--- config.mk ---
export PLATFORM = sky130hd
export DESIGN_NAME = rcg_top
export DESIGN_NICKNAME = d
export VERILOG_FILES = /design/src/core/rcg_pkg.sv /design/src/core/rcg_top.sv
export SDC_FILE = /design/constraint.sdc
export NUM_CORES = 1
export LEC_CHECK = 0
export ABC_AREA = 1
export BUFFER_PORTS_ARGS = -buffer_cell sky130_fd_sc_hd__buf_2
export CAP_MARGIN = 10
export CORE_MARGIN = 3
export CORE_UTILIZATION = 45
export CTS_CLUSTER_DIAMETER = 80
export CTS_CLUSTER_SIZE = 24
export DETAILED_ROUTE_END_ITERATION = 8
export PLACE_DENSITY_LB_ADDON = 0.3
export SKIP_LAST_GASP = 1
export SLEW_MARGIN = 10
export SYNTH_ARGS = -nofsm -noshare
export SYNTH_HDL_FRONTEND = slang
export SYNTH_SLANG_ARGS = --single-unit
--- constraint.sdc ---
create_clock -name clk_sys -period 4.95 [get_ports clk_sys]
set_clock_uncertainty 0.15 [all_clocks]
set_input_delay 0.2475 -clock clk_sys [delete_from_list [all_inputs] [get_ports clk_sys]]
set_output_delay 0.2475 -clock clk_sys [all_outputs]
set_load 0.005 [all_outputs]
--- src/core/rcg_pkg.sv ---
// Shared constants, types and register map of the receiver clock and supply control block
package rcg_pkg;

  // ----------------------------------------------------------------
  // Register bus shape
  // ----------------------------------------------------------------
  localparam int RCG_ADDR_W = 4;
  localparam int RCG_DATA_W = 8;
  localparam int RCG_NREGS = 13;

  typedef struct packed {
    logic we;
    logic re;
    logic [RCG_ADDR_W-1:0] addr;
    logic [RCG_DATA_W-1:0] wdata;
  } rcg_bus_req_t;

  // ----------------------------------------------------------------
  // Register offsets
  // ----------------------------------------------------------------
  localparam logic [3:0] RCG_OFS_CTRL = 4'h0;
  localparam logic [3:0] RCG_OFS_CFG_A = 4'h1;
  localparam logic [3:0] RCG_OFS_CFG_B = 4'h2;
  localparam logic [3:0] RCG_OFS_CAR_H = 4'h3;
  localparam logic [3:0] RCG_OFS_CAR_L = 4'h4;
  localparam logic [3:0] RCG_OFS_DEV = 4'h5;
  localparam logic [3:0] RCG_OFS_DLO_H = 4'h6;
  localparam logic [3:0] RCG_OFS_DLO_L = 4'h7;
  localparam logic [3:0] RCG_OFS_DCT_H = 4'h8;
  localparam logic [3:0] RCG_OFS_DCT_L = 4'h9;
  localparam logic [3:0] RCG_OFS_DHI_H = 4'ha;
  localparam logic [3:0] RCG_OFS_DHI_L = 4'hb;
  localparam logic [3:0] RCG_OFS_WAKE = 4'hc;
  localparam logic [3:0] RCG_OFS_STATUS = 4'hd;
  localparam logic [3:0] RCG_OFS_SWITCH = 4'he;

  // Control register bit positions
  localparam int RCG_CTRL_LVD_EN = 0;
  localparam int RCG_CTRL_DM_EN = 1;
  localparam int RCG_CTRL_SOSC_EN = 2;
  localparam int RCG_CTRL_AUTO_SW = 3;
  localparam int RCG_CTRL_FRIENDLY = 4;
  localparam int RCG_CTRL_RX_EN = 5;
  localparam int RCG_CTRL_LNA_LSB = 6;

  // Reset values
  localparam logic [7:0] RCG_RST_REG = 8'h00;
  localparam logic [4:0] RCG_RST_SYNC = 5'h10;
  localparam logic [11:0] RCG_RST_CNT = 12'h000;

  // ----------------------------------------------------------------
  // Bank configuration and band codes
  // ----------------------------------------------------------------
  typedef struct packed {
    logic [1:0] lpf_bw;
    logic [1:0] rate;
    logic [1:0] lo_fine_select;
    logic [1:0] band_select;
  } rcg_cfg_t;

  localparam logic [1:0] RCG_BAND_300 = 2'h0;
  localparam logic [1:0] RCG_BAND_430 = 2'h1;
  localparam logic [1:0] RCG_BAND_900 = 2'h3;

  // Divide ratios from the crystal reference
  localparam logic [6:0] RCG_DOUT_DIV_LOW = 7'h3c;
  localparam logic [6:0] RCG_DOUT_DIV_HIGH = 7'h50;
  localparam logic [6:0] RCG_DIG_DIV_LOW = 7'h1e;
  localparam logic [6:0] RCG_DIG_DIV_HIGH = 7'h28;
  localparam logic [6:0] RCG_IF_DIV_LOW = 7'h09;
  localparam logic [6:0] RCG_IF_DIV_HIGH = 7'h0c;

  // Data manager half-bit lengths per rate range
  localparam int RCG_CLK_HZ = 25000000;
  localparam int RCG_RATE0_BPS = 4800;
  localparam int RCG_RATE1_BPS = 9600;
  localparam int RCG_RATE2_BPS = 14400;
  localparam int RCG_RATE3_BPS = 19200;
  localparam logic [11:0] RCG_HB0_CYC = 12'(RCG_CLK_HZ / (2 * RCG_RATE0_BPS));
  localparam logic [11:0] RCG_HB1_CYC = 12'(RCG_CLK_HZ / (2 * RCG_RATE1_BPS));
  localparam logic [11:0] RCG_HB2_CYC = 12'(RCG_CLK_HZ / (2 * RCG_RATE2_BPS));
  localparam logic [11:0] RCG_HB3_CYC = 12'(RCG_CLK_HZ / (2 * RCG_RATE3_BPS));

  // Receiver on-time after a timed wakeup, in state-machine clock ticks
  localparam logic [11:0] RCG_RX_ON_TICKS = 12'h040;

  // ----------------------------------------------------------------
  // Control states and synthesizer words
  // ----------------------------------------------------------------
  typedef enum logic [1:0] {
    RCG_ST_CONFIG = 2'h0,
    RCG_ST_STANDBY = 2'h1,
    RCG_ST_RECEIVE = 2'h3,
    RCG_ST_LVDMON = 2'h2
  } rcg_state_t;

  typedef struct packed {
    logic [15:0] lo;
    logic [15:0] ctr;
    logic [15:0] hi;
  } rcg_synth_t;

endpackage : rcg_pkg

--- src/core/rcg_top.sv ---
// Receiver clock generation, supply monitor and receive-chain control
//
// Contract
// - Power-on reset restores every register value
// - Supply monitor runs only while enabled
// - Low supply sets flag; status read clears
// - Monitor enabled keeps device out of standby
// - Band select codes pair bands, LO bits
// - Clock dividers 60/30 low band, else 80/40
// - IF divider 9 or 12 by band bit
// - Drop received data while synthesizer unlocked
// - Data manager recovers clock, decodes Manchester
// - Without data manager, pass sliced data
// - Config picks data rate and filter bandwidth
// - Two configurations, switched on timed wakeup or command
// - Strobe oscillator times periodic receiver wakeups
// - Four selectable LNA gain steps
// - Friendly access derives synthesizer words internally
// - Control machine steps on state-machine clock
// - After reset start in standby
// - Config select low forces configuration immediately
`timescale 1ns/1ps

module rcg_top
(
  // Clock and reset
  input wire logic clk_sys,
  input wire logic reset_n,
  // Register port
  input wire rcg_pkg::rcg_bus_req_t bus_req,
  output logic [7:0] rd_data,
  // Pins and analog status
  input wire logic config_select_n,
  input wire logic strobe_in,
  input wire logic supply_low,
  input wire logic pll_unlock,
  input wire logic sliced_data,
  // Derived clocks
  output logic data_output_clock,
  output logic dig_clock,
  output logic if_ref_clock,
  // Receive data path
  output logic rx_data,
  output logic rx_clock,
  // Receive chain control
  output rcg_pkg::rcg_state_t fsm_state,
  output logic monitor_on,
  output logic [1:0] lna_gain,
  output logic [1:0] lpf_bw_sel,
  output logic [1:0] rate_sel,
  output rcg_pkg::rcg_synth_t synth
);
  import rcg_pkg::*;

  // ----------------------------------------------------------------
  // Input synchronisers
  // ----------------------------------------------------------------
  logic [4:0] sync1_q;
  logic [4:0] sync2_q;
  logic sliced_prev_q;
  wire [4:0] pins_raw = {config_select_n, strobe_in, supply_low, pll_unlock, sliced_data};
  wire cfg_n_s = sync2_q[4];
  wire strobe_s = sync2_q[3];
  wire supply_low_s = sync2_q[2];
  wire unlock_s = sync2_q[1];
  wire sliced_s = sync2_q[0];

  always_ff @(posedge clk_sys) begin
    if (!reset_n) begin
      sync1_q <= RCG_RST_SYNC;
      sync2_q <= RCG_RST_SYNC;
      sliced_prev_q <= 1'b0;
    end else begin
      sync1_q <= pins_raw;
      sync2_q <= sync1_q;
      sliced_prev_q <= sliced_s;
    end
  end

  // ----------------------------------------------------------------
  // Register file
  // ----------------------------------------------------------------
  logic [7:0] regs_q [RCG_NREGS];
  logic [7:0] rd_data_q;
  logic lvd_flag_q;
  logic bank_q;
  rcg_state_t state_q;
  rcg_state_t state_d;

  wire addr_ok = bus_req.addr < 4'(RCG_NREGS);
  wire store_we = bus_req.we && addr_ok;
  wire switch_cmd = bus_req.we && (bus_req.addr == RCG_OFS_SWITCH) && bus_req.wdata[0];
  wire status_rd = bus_req.re && (bus_req.addr == RCG_OFS_STATUS);
  wire [7:0] ctrl_w = regs_q[RCG_OFS_CTRL];
  wire lvd_en = ctrl_w[RCG_CTRL_LVD_EN];
  wire dm_en = ctrl_w[RCG_CTRL_DM_EN];
  wire sosc_en = ctrl_w[RCG_CTRL_SOSC_EN];
  wire auto_sw = ctrl_w[RCG_CTRL_AUTO_SW];
  wire friendly = ctrl_w[RCG_CTRL_FRIENDLY];
  wire rx_en = ctrl_w[RCG_CTRL_RX_EN];
  wire [7:0] status_w = {3'h0, unlock_s, state_q, bank_q, lvd_flag_q};
  wire [7:0] rd_mux = (bus_req.addr == RCG_OFS_STATUS) ? status_w :
                      addr_ok ? regs_q[bus_req.addr] : 8'h00;

  always_ff @(posedge clk_sys) begin
    if (!reset_n) begin
      for (int i = 0; i < RCG_NREGS; i++) begin
        regs_q[i] <= RCG_RST_REG;
      end
      rd_data_q <= 8'h00;
    end else begin
      if (store_we) begin
        regs_q[bus_req.addr] <= bus_req.wdata;
      end
      rd_data_q <= bus_req.re ? rd_mux : 8'h00;
    end
  end

  // ----------------------------------------------------------------
  // Supply monitor
  // ----------------------------------------------------------------
  // The comparator output is only trusted while the monitor is powered.
  wire lvd_event = lvd_en && supply_low_s;
  wire lvd_flag_d = lvd_event ? 1'b1 : (status_rd ? 1'b0 : lvd_flag_q);
  logic monitor_on_q;

  always_ff @(posedge clk_sys) begin
    if (!reset_n) begin
      lvd_flag_q <= 1'b0;
      monitor_on_q <= 1'b0;
    end else begin
      lvd_flag_q <= lvd_flag_d;
      monitor_on_q <= lvd_en;
    end
  end

  // ----------------------------------------------------------------
  // Active configuration bank
  // ----------------------------------------------------------------
  rcg_cfg_t cfg_w;
  assign cfg_w = bank_q ? rcg_cfg_t'(regs_q[RCG_OFS_CFG_B]) : rcg_cfg_t'(regs_q[RCG_OFS_CFG_A]);
  wire low_band = (cfg_w.band_select == RCG_BAND_300);

  // ----------------------------------------------------------------
  // Clock dividers: data output, state machine, IF reference
  // ----------------------------------------------------------------
  logic [6:0] div_n [3];
  logic [6:0] div_cnt_q [3];
  logic [2:0] div_out_q;
  logic [2:0] div_tick;
  assign div_n[0] = low_band ? RCG_DOUT_DIV_LOW : RCG_DOUT_DIV_HIGH;
  assign div_n[1] = low_band ? RCG_DIG_DIV_LOW : RCG_DIG_DIV_HIGH;
  assign div_n[2] = cfg_w.band_select[0] ? RCG_IF_DIV_HIGH : RCG_IF_DIV_LOW;

  genvar gi;
  generate
    for (gi = 0; gi < 3; gi++) begin : g_div
      // Wrapping on >= keeps a ratio change from running the counter away.
      wire wrap = div_cnt_q[gi] >= (div_n[gi] - 7'h01);
      wire [6:0] cnt_d = wrap ? 7'h00 : (div_cnt_q[gi] + 7'h01);
      assign div_tick[gi] = wrap;
      always_ff @(posedge clk_sys) begin
        if (!reset_n) begin
          div_cnt_q[gi] <= 7'h00;
          div_out_q[gi] <= 1'b0;
        end else begin
          div_cnt_q[gi] <= cnt_d;
          div_out_q[gi] <= cnt_d < {1'b0, div_n[gi][6:1]};
        end
      end
    end
  endgenerate

  wire dig_tick = div_tick[1];

  // ----------------------------------------------------------------
  // Strobe oscillator wakeup timer
  // ----------------------------------------------------------------
  logic [11:0] wake_cnt_q;
  logic [11:0] on_cnt_q;
  wire idle_st = (state_q == RCG_ST_STANDBY) || (state_q == RCG_ST_LVDMON);
  wire [11:0] wake_period = {regs_q[RCG_OFS_WAKE], 4'h0};
  wire wake_run = idle_st && sosc_en && rx_en && cfg_n_s && (wake_period != 12'h000);
  wire wake_hit = wake_run && dig_tick && (wake_cnt_q >= wake_period);
  wire [11:0] wake_cnt_d = !wake_run ? RCG_RST_CNT :
                           wake_hit ? RCG_RST_CNT :
                           dig_tick ? (wake_cnt_q + 12'h001) : wake_cnt_q;
  wire [11:0] on_cnt_d = wake_hit ? RCG_RX_ON_TICKS :
                         (dig_tick && (on_cnt_q != 12'h000)) ? (on_cnt_q - 12'h001) : on_cnt_q;
  wire bank_d = (switch_cmd || (wake_hit && auto_sw)) ? !bank_q : bank_q;

  always_ff @(posedge clk_sys) begin
    if (!reset_n) begin
      wake_cnt_q <= RCG_RST_CNT;
      on_cnt_q <= RCG_RST_CNT;
      bank_q <= 1'b0;
    end else begin
      wake_cnt_q <= wake_cnt_d;
      on_cnt_q <= on_cnt_d;
      bank_q <= bank_d;
    end
  end

  // ----------------------------------------------------------------
  // Control state machine
  // ----------------------------------------------------------------
  wire rcg_state_t idle_target = lvd_en ? RCG_ST_LVDMON : RCG_ST_STANDBY;
  wire wake_req = rx_en && (strobe_s || wake_hit);

  always_comb begin
    state_d = state_q;
    if (!cfg_n_s) begin
      state_d = RCG_ST_CONFIG;
    end else if (dig_tick) begin
      unique case (state_q)
        RCG_ST_CONFIG: state_d = wake_req ? RCG_ST_RECEIVE : idle_target;
        RCG_ST_STANDBY: state_d = wake_req ? RCG_ST_RECEIVE : idle_target;
        RCG_ST_LVDMON: state_d = wake_req ? RCG_ST_RECEIVE : idle_target;
        RCG_ST_RECEIVE: begin
          if (!rx_en || (!strobe_s && (on_cnt_q == 12'h000))) begin
            state_d = idle_target;
          end
        end
      endcase
    end
  end

  always_ff @(posedge clk_sys) begin
    if (!reset_n) begin
      state_q <= RCG_ST_STANDBY;
    end else begin
      state_q <= state_d;
    end
  end

  // ----------------------------------------------------------------
  // Receive data path and Manchester data manager
  // ----------------------------------------------------------------
  wire rx_on = (state_q == RCG_ST_RECEIVE);
  wire dm_run = rx_on && dm_en && !unlock_s;
  wire [11:0] hb_len = (cfg_w.rate == 2'h0) ? RCG_HB0_CYC :
                       (cfg_w.rate == 2'h1) ? RCG_HB1_CYC :
                       (cfg_w.rate == 2'h2) ? RCG_HB2_CYC : RCG_HB3_CYC;
  wire [11:0] hb_mid = {1'b0, hb_len[11:1]};
  logic [11:0] ph_cnt_q;
  logic half_q;
  logic first_q;
  logic rx_data_q;
  logic rx_clock_q;
  // Every line edge sits on a half-bit boundary, so each one realigns the phase.
  wire line_edge = sliced_s ^ sliced_prev_q;
  wire ph_wrap = ph_cnt_q >= (hb_len - 12'h001);
  wire [11:0] ph_cnt_d = (!dm_run || line_edge || ph_wrap) ? RCG_RST_CNT : (ph_cnt_q + 12'h001);
  wire mid_hit = dm_run && (ph_cnt_q == hb_mid);
  // A missing mid-bit transition means the pairing slipped; slide by one half.
  wire bit_done = mid_hit && half_q && (sliced_s != first_q);
  wire half_d = !dm_run ? 1'b0 : (mid_hit ? !bit_done : half_q);
  wire first_d = (mid_hit && !bit_done) ? sliced_s : first_q;
  wire rx_data_d = (!rx_on || unlock_s) ? 1'b0 :
                   dm_en ? (bit_done ? first_q : rx_data_q) : sliced_s;
  wire rx_clock_d = !dm_run ? 1'b0 : (bit_done ? 1'b1 : (mid_hit ? 1'b0 : rx_clock_q));

  always_ff @(posedge clk_sys) begin
    if (!reset_n) begin
      ph_cnt_q <= RCG_RST_CNT;
      half_q <= 1'b0;
      first_q <= 1'b0;
      rx_data_q <= 1'b0;
      rx_clock_q <= 1'b0;
    end else begin
      ph_cnt_q <= ph_cnt_d;
      half_q <= half_d;
      first_q <= first_d;
      rx_data_q <= rx_data_d;
      rx_clock_q <= rx_clock_d;
    end
  end

  // ----------------------------------------------------------------
  // Synthesizer words and chain settings
  // ----------------------------------------------------------------
  wire [15:0] carrier = {regs_q[RCG_OFS_CAR_H], regs_q[RCG_OFS_CAR_L]};
  wire [15:0] deviation = {8'h00, regs_q[RCG_OFS_DEV]};
  rcg_synth_t synth_d;
  rcg_synth_t synth_q;
  logic [1:0] lna_gain_q;
  logic [1:0] lpf_bw_q;
  logic [1:0] rate_q;
  // Direct access trusts the host to have written all three word pairs.
  assign synth_d = friendly ?
    {carrier - deviation, carrier, carrier + deviation} :
    {regs_q[RCG_OFS_DLO_H], regs_q[RCG_OFS_DLO_L], regs_q[RCG_OFS_DCT_H],
     regs_q[RCG_OFS_DCT_L], regs_q[RCG_OFS_DHI_H], regs_q[RCG_OFS_DHI_L]};

  always_ff @(posedge clk_sys) begin
    if (!reset_n) begin
      synth_q <= '0;
      lna_gain_q <= 2'h0;
      lpf_bw_q <= 2'h0;
      rate_q <= 2'h0;
    end else begin
      synth_q <= synth_d;
      lna_gain_q <= ctrl_w[RCG_CTRL_LNA_LSB +: 2];
      lpf_bw_q <= cfg_w.lpf_bw;
      rate_q <= cfg_w.rate;
    end
  end

  // ----------------------------------------------------------------
  // Outputs
  // ----------------------------------------------------------------
  assign rd_data = rd_data_q;
  assign data_output_clock = div_out_q[0];
  assign dig_clock = div_out_q[1];
  assign if_ref_clock = div_out_q[2];
  assign rx_data = rx_data_q;
  assign rx_clock = rx_clock_q;
  assign fsm_state = state_q;
  assign monitor_on = monitor_on_q;
  assign lna_gain = lna_gain_q;
  assign lpf_bw_sel = lpf_bw_q;
  assign rate_sel = rate_q;
  assign synth = synth_q;

  logic [11:0] bit_gap_q;
  wire [11:0] bit_gap_d = bit_done ? 12'h000 : bit_gap_q + {11'h000, bit_gap_q != 12'hfff};
  always_ff @(posedge clk_sys) begin
    bit_gap_q <= !reset_n ? 12'hfff : bit_gap_d;
  end
endmodule : rcg_top

* Word level (Yosys, flattened, before mapping)
Memories as Yosys holds them, arrays and structs flattened.
Cells that the tools add are included.
Widths: inputs -> output; s select.
** Storage, ports and cells
- Memories :: 2
- Output and inout port bits :: 70
- Bits in writable memories :: 125
- Flip-flop bits (word level) :: 121
** Memories
- regs_q :: words 13, width 8, rd ports 14, clocked after memory_dff 0, wr ports 13, RTL line rcg_top.sv:83 : logic [7:0] regs_q [RCG_NREGS];
- div_cnt_q :: words 3, width 7, rd ports 3, clocked after memory_dff 0, wr ports 3, RTL line rcg_top.sv:148 : logic [6:0] div_cnt_q [3];
** Cells by class
- Multiplexer cells :: 38
- Add/subtract/negate cells :: 12
- Bitwise logic cells :: 8
- Reduce and logical (&&, ||, !) cells :: 56
- Equality and inequality tests :: 13
- $lt $le $gt $ge :: 9
** Operators with widths (count)
- $mux 7 :: 9
- $mux 48 :: 1
- $add 12x1->12 const B :: 2
- $ge 12x12->1 :: 2
- $reduce_bool 12->1 :: 2
- $sub 12x1->12 const B :: 2
- $add 7x1->7 const B :: 3
- $ge 7x7->1 :: 3
- $logic_and 1x1->1 :: 21
- $add 16x8->16 :: 1
- $mux 8 :: 2
- $sub 16x8->16 :: 1
- $mux 1 :: 14
- $eq 12x11->1 :: 1
- $logic_not 12->1 :: 1
- $mux 12 :: 1
- $mux 11 :: 1
- $mux 5 :: 2
- $reduce_and 2->1 :: 5
- $mux 9 :: 1
- $eq 4x4->1 const B :: 2
- $reduce_or 8->1 :: 1
- $logic_not 1->1 :: 7
- $logic_or 1x1->1 :: 7
- 25 further kinds :: 44

* Longest topological paths before layout
- Depth after elaboration :: 14
- Mapped depth :: 23

* Worst setup path before layout
No wires, ideal clock.
- Kind :: flip-flop to flip-flop
- Start point :: register bank_q
- End point :: register div_out_q[1], in the netlist dig_clock
- Path buffers :: 2
- Stages on the path, launching flop included :: 16
- Setup slack :: 2214 ps
- Arrival time :: 2516 ps
- Cells stage by stage :: dfxtp_1 buf_6 nor2_1 nor2_4 nand2_4 ha_1 a21oi_1 nand2_1 a21oi_2 nand2_4 buf_2 nor3_1 ha_1 a211oi_1 nand3_1 a21oi_1
** Between the ends
- Word-level cells in the longest chain between the ends :: 7
** RTL lines
- start, declared :: RTL line rcg_top.sv:86 : logic bank_q;
- start signal, assigned :: RTL line rcg_top.sv:200 : bank_q <= bank_d;
- $mux 8 :: RTL line rcg_top.sv:141 : assign cfg_w = bank_q ? rcg_cfg_t'(regs_q[RCG_OFS_CFG_B]) : rcg_cfg_t'(regs_q[RCG_OFS_CFG_A]);
- $logic_not 2->1 :: RTL line rcg_top.sv:142 : wire low_band = (cfg_w.band_select == RCG_BAND_300);
- $mux 6 :: RTL line rcg_top.sv:152 : assign div_n[1] = low_band ? RCG_DIG_DIV_LOW : RCG_DIG_DIV_HIGH;
- $sub 6x1->7 :: RTL line rcg_top.sv:159 : wire wrap = div_cnt_q[gi] >= (div_n[gi] - 7'h01);
- $ge 7x7->1 :: RTL line rcg_top.sv:159
- $mux 7 :: RTL line rcg_top.sv:160 : wire [6:0] cnt_d = wrap ? 7'h00 : (div_cnt_q[gi] + 7'h01);
- named net g_div[1].cnt_d[4] :: RTL line rcg_top.sv:160
- $lt 7x5->1 :: RTL line rcg_top.sv:168 : div_out_q[gi] <= cnt_d < {1'b0, div_n[gi][6:1]};
- end signal, assigned by index :: RTL line rcg_top.sv:168
- end, declared :: RTL line rcg_top.sv:149 : logic [2:0] div_out_q;
The timed path passes the listed nets, and every way through them passes these cells.
A chain may end at the register's enable or synchronous reset.

==> results.cfg <==
[synth]
synth_edf_count = 128
yosys-top-cells-area = edfxtp_1 (29%), dfxtp_1 (22%), nand2_1 (8.2%), nor2_1 (6.6%), ha_1 (6.0%)
yosysSeqAreaShare_pct = 51.0
avgSynthCellArea_um2 = 8.62
synth.distinct_cells = 55
synthArstFlopShare_pct = 0
synthFlopType = dfxtp_1
synth_top_area_share_pct = 29.3
ys_ff_latch = 270
yosysWarningCount = 0
synthCells = 1522
netlist_area_mm2 = 0.0131
yosys.area.top_type = edfxtp_1

[power]
total_power_mw = 4.50
peakVddDrop_mv = 0.181
powerDensity_mw_per_mm2 = 309
p_leak_nw = 6.52

[worst_setup_path]
crit_fanout = 12
critical_path_class = reg -> reg
max_stage_delay_ns = 0.77
reg2reg_from = bank_q
slowest_stage = o21ai_0
critPathArrivalTime_ns = 3.58
worstSetupStartpointType = flop
cp_common_cell = nand2_1
r2r_slack_ns = 1.65
timing.rr.end = ph_cnt_q[5]
reg2reg_depth = 16
crit_chain = o21ai_0 > inv_1 > ha_1 > inv_1 > ha_1 > o21ai_0 > a21boi_0 > o21ai_0 > nand2_1 > nand2_1 > nand2_1 > nand2_1 > nand2_1 > nand2_1 > nand2_1 > nor2_1
endpoint_kind = flop
startpoint = bank_q
cp_data_required_time_ns = 5.23

[grt]
use_met2_pct = 32.8
grt.busiest_layer = met2
grt_use_met1_pct = 31.9
grt_pass1_vias = 9983
grt_pass1_wl_mm = 53.8
antenna_found_initial = 2
overflow = 0
grt_max_degree = 63
track_usage_pct = 21.6
gr-usage-met3_pct = 3.84

[timing]
clock.fmax_ghz = 0.303
worst-slew-pin-transition_ns = 0.900
finalSetupViolCount = 0
setup-tns-final_ns = 0
slew_headroom_pct = 39.3
fin_crit_sh_pct = 66.7
post-route-min-period_ns = 3.30
drv_slew = 0
hold_slack_ns = 0.102
rsz0062_at_grt = no
finalHoldViolCount = 0

[hold_path]
hold_end = bank_q
worstHoldStart = bus_req[13]
hp-class = in -> reg
hold_depth = 4

[placement]
port_buffers = 90
gp_congestion = 0.889
dp_hpwl_mm = 24.8
placed_cells = 1964

[floorplanning]
start_util_pct = 46.5
die_w_um = 177
die_y_um = 177
rows = 61
dieArea_mm2 = 0.0312
ioPinCount = 91
core_area_mm2 = 0.0282

[clock_network]
cts_tree = yes
cts_setup_buffers = 0
cts.htree.levels = 1
cts_max_path_buffers = 3
clk_pin_slew_ns = 0.10
cts_sinks = 270
numCtsBuffers = 16
cts_root_buf = clkbuf_16
clk_latency_ns = 0.51

[route]
drt_first_iter_violations = 1180
drc = 0
drt_wl_total_mm = 34.0
antenna_left = 0
avgRoutedWirePerCell_um = 16.9
drt_first_pass_iters = 6
viasPerCell = 5.30
dr_total_vias = 10628

[outcome]
status = finished clean

[final_layout]
layout_commonest_cell = nand2_1
layout.cells.non_filler = 2006
drive_gt1_share_pct = 9.77
diodes = 0
final_cell_mix = nand2_1 (285), nor2_1 (231), inv_1 (192)
final_net_count = 1704
synthToLayoutAreaGrowth_pct = 11.2

[run]
maxCapViolCount = 0
==> worst max-delay path by stage <==
stage | end | depth (start not counted)
3_5_place_dp | ph_cnt_q[5] | 16
5_1_grt | ph_cnt_q[3] | 16
2_1_floorplan | dig_clock | 15
3_3_place_gp | ph_cnt_q[1] | 16
6_report | ph_cnt_q[5] | 16
4_1_cts | ph_cnt_q[5] | 16
==> cells by family (layout without fill, tap and decap cells) <==
family	Yosys count	in the layout	synth area share [%]
xor+xnor	42	42	2.80
buf+inv	259	339	7.74
other cells	1	27	0.0286
compound gates	237	237	11.5
flops	270	270	51.0
fa+ha+maj	65	65	6.31
simple gates	648	648	20.7
==> critical path: cells and delay by family (launching register included) <==
kind	cells	cell delay [ns]
flops	1	0.44
fa+ha+maj	2	0.47
simple gates	8	0.73
compound gates	4	1.17
buf+inv	2	0.26
==> report_power, final <==
| part | internal [mW] | switching [mW] | total (mW) |
|---|---|---|---|
| clock | 0.710 | 0.762 | 1.47 |
| combinational | 0.169 | 0.334 | 0.502 |
| sequential | 2.45 | 0.0747 | 2.53 |
==> through the flow <==
stage               instance area, µm²  util, %  worst slack [ns]
detailed placement               13900     49.3              1.66
CTS                              14600     51.7              1.61
global route                     14600     51.7              1.26
floorplan                        13200        -              2.21
global placement                 13900     49.3              1.84
finish                           14600     51.7              1.65
==> sequential cells by signal, summed over array words and instances, names as in the netlist, 5 cells and up <==
register / flops
synth: 48
ph_cnt_q: 12
sync1_q: 5
div_cnt_q: 21
rd_data: 8
wake_cnt_q: 12
on_cnt_q: 12
sync2_q: 5
regs_q: 128
==> per-layer routing <==
metal,vias up,wire [µm]
met2,427,14500
li1,5201,-
met1,4921,15100
met5,-,26
met4,4,1040
met3,75,3250
==> cells in the mapped netlist (28+ instances only) <==
| cell type | instances |
|---|---|
| a21oi_1 | 67 |
| a22oi_1 | 57 |
| clkbuf_1 | 40 |
| dfxtp_1 | 142 |
| edfxtp_1 | 128 |
| ha_1 | 63 |
| inv_1 | 192 |
| nand2_1 | 285 |
| nand3_1 | 54 |
| nor2_1 | 232 |
| o21ai_0 | 53 |
| xor2_1 | 28 |
==> final cells by class <==
class                   instances  area (µm²)
clock inverters                 5        73.8
inverters                     201         757
repair buffers                110         636
well taps                     378         473
multi-input cells            1019        5520
fillers                      2661       13600
flip-flops and latches        270        6690
clock buffers                  23         449
==> timing repair <==
action                                 4_1_cts  5_1_grt
hold buffers                                14        0
endpoints found under the hold margin       31        0
gates resized for setup                      0        0
No activity file was read; power rests on OpenSTA's default activity.
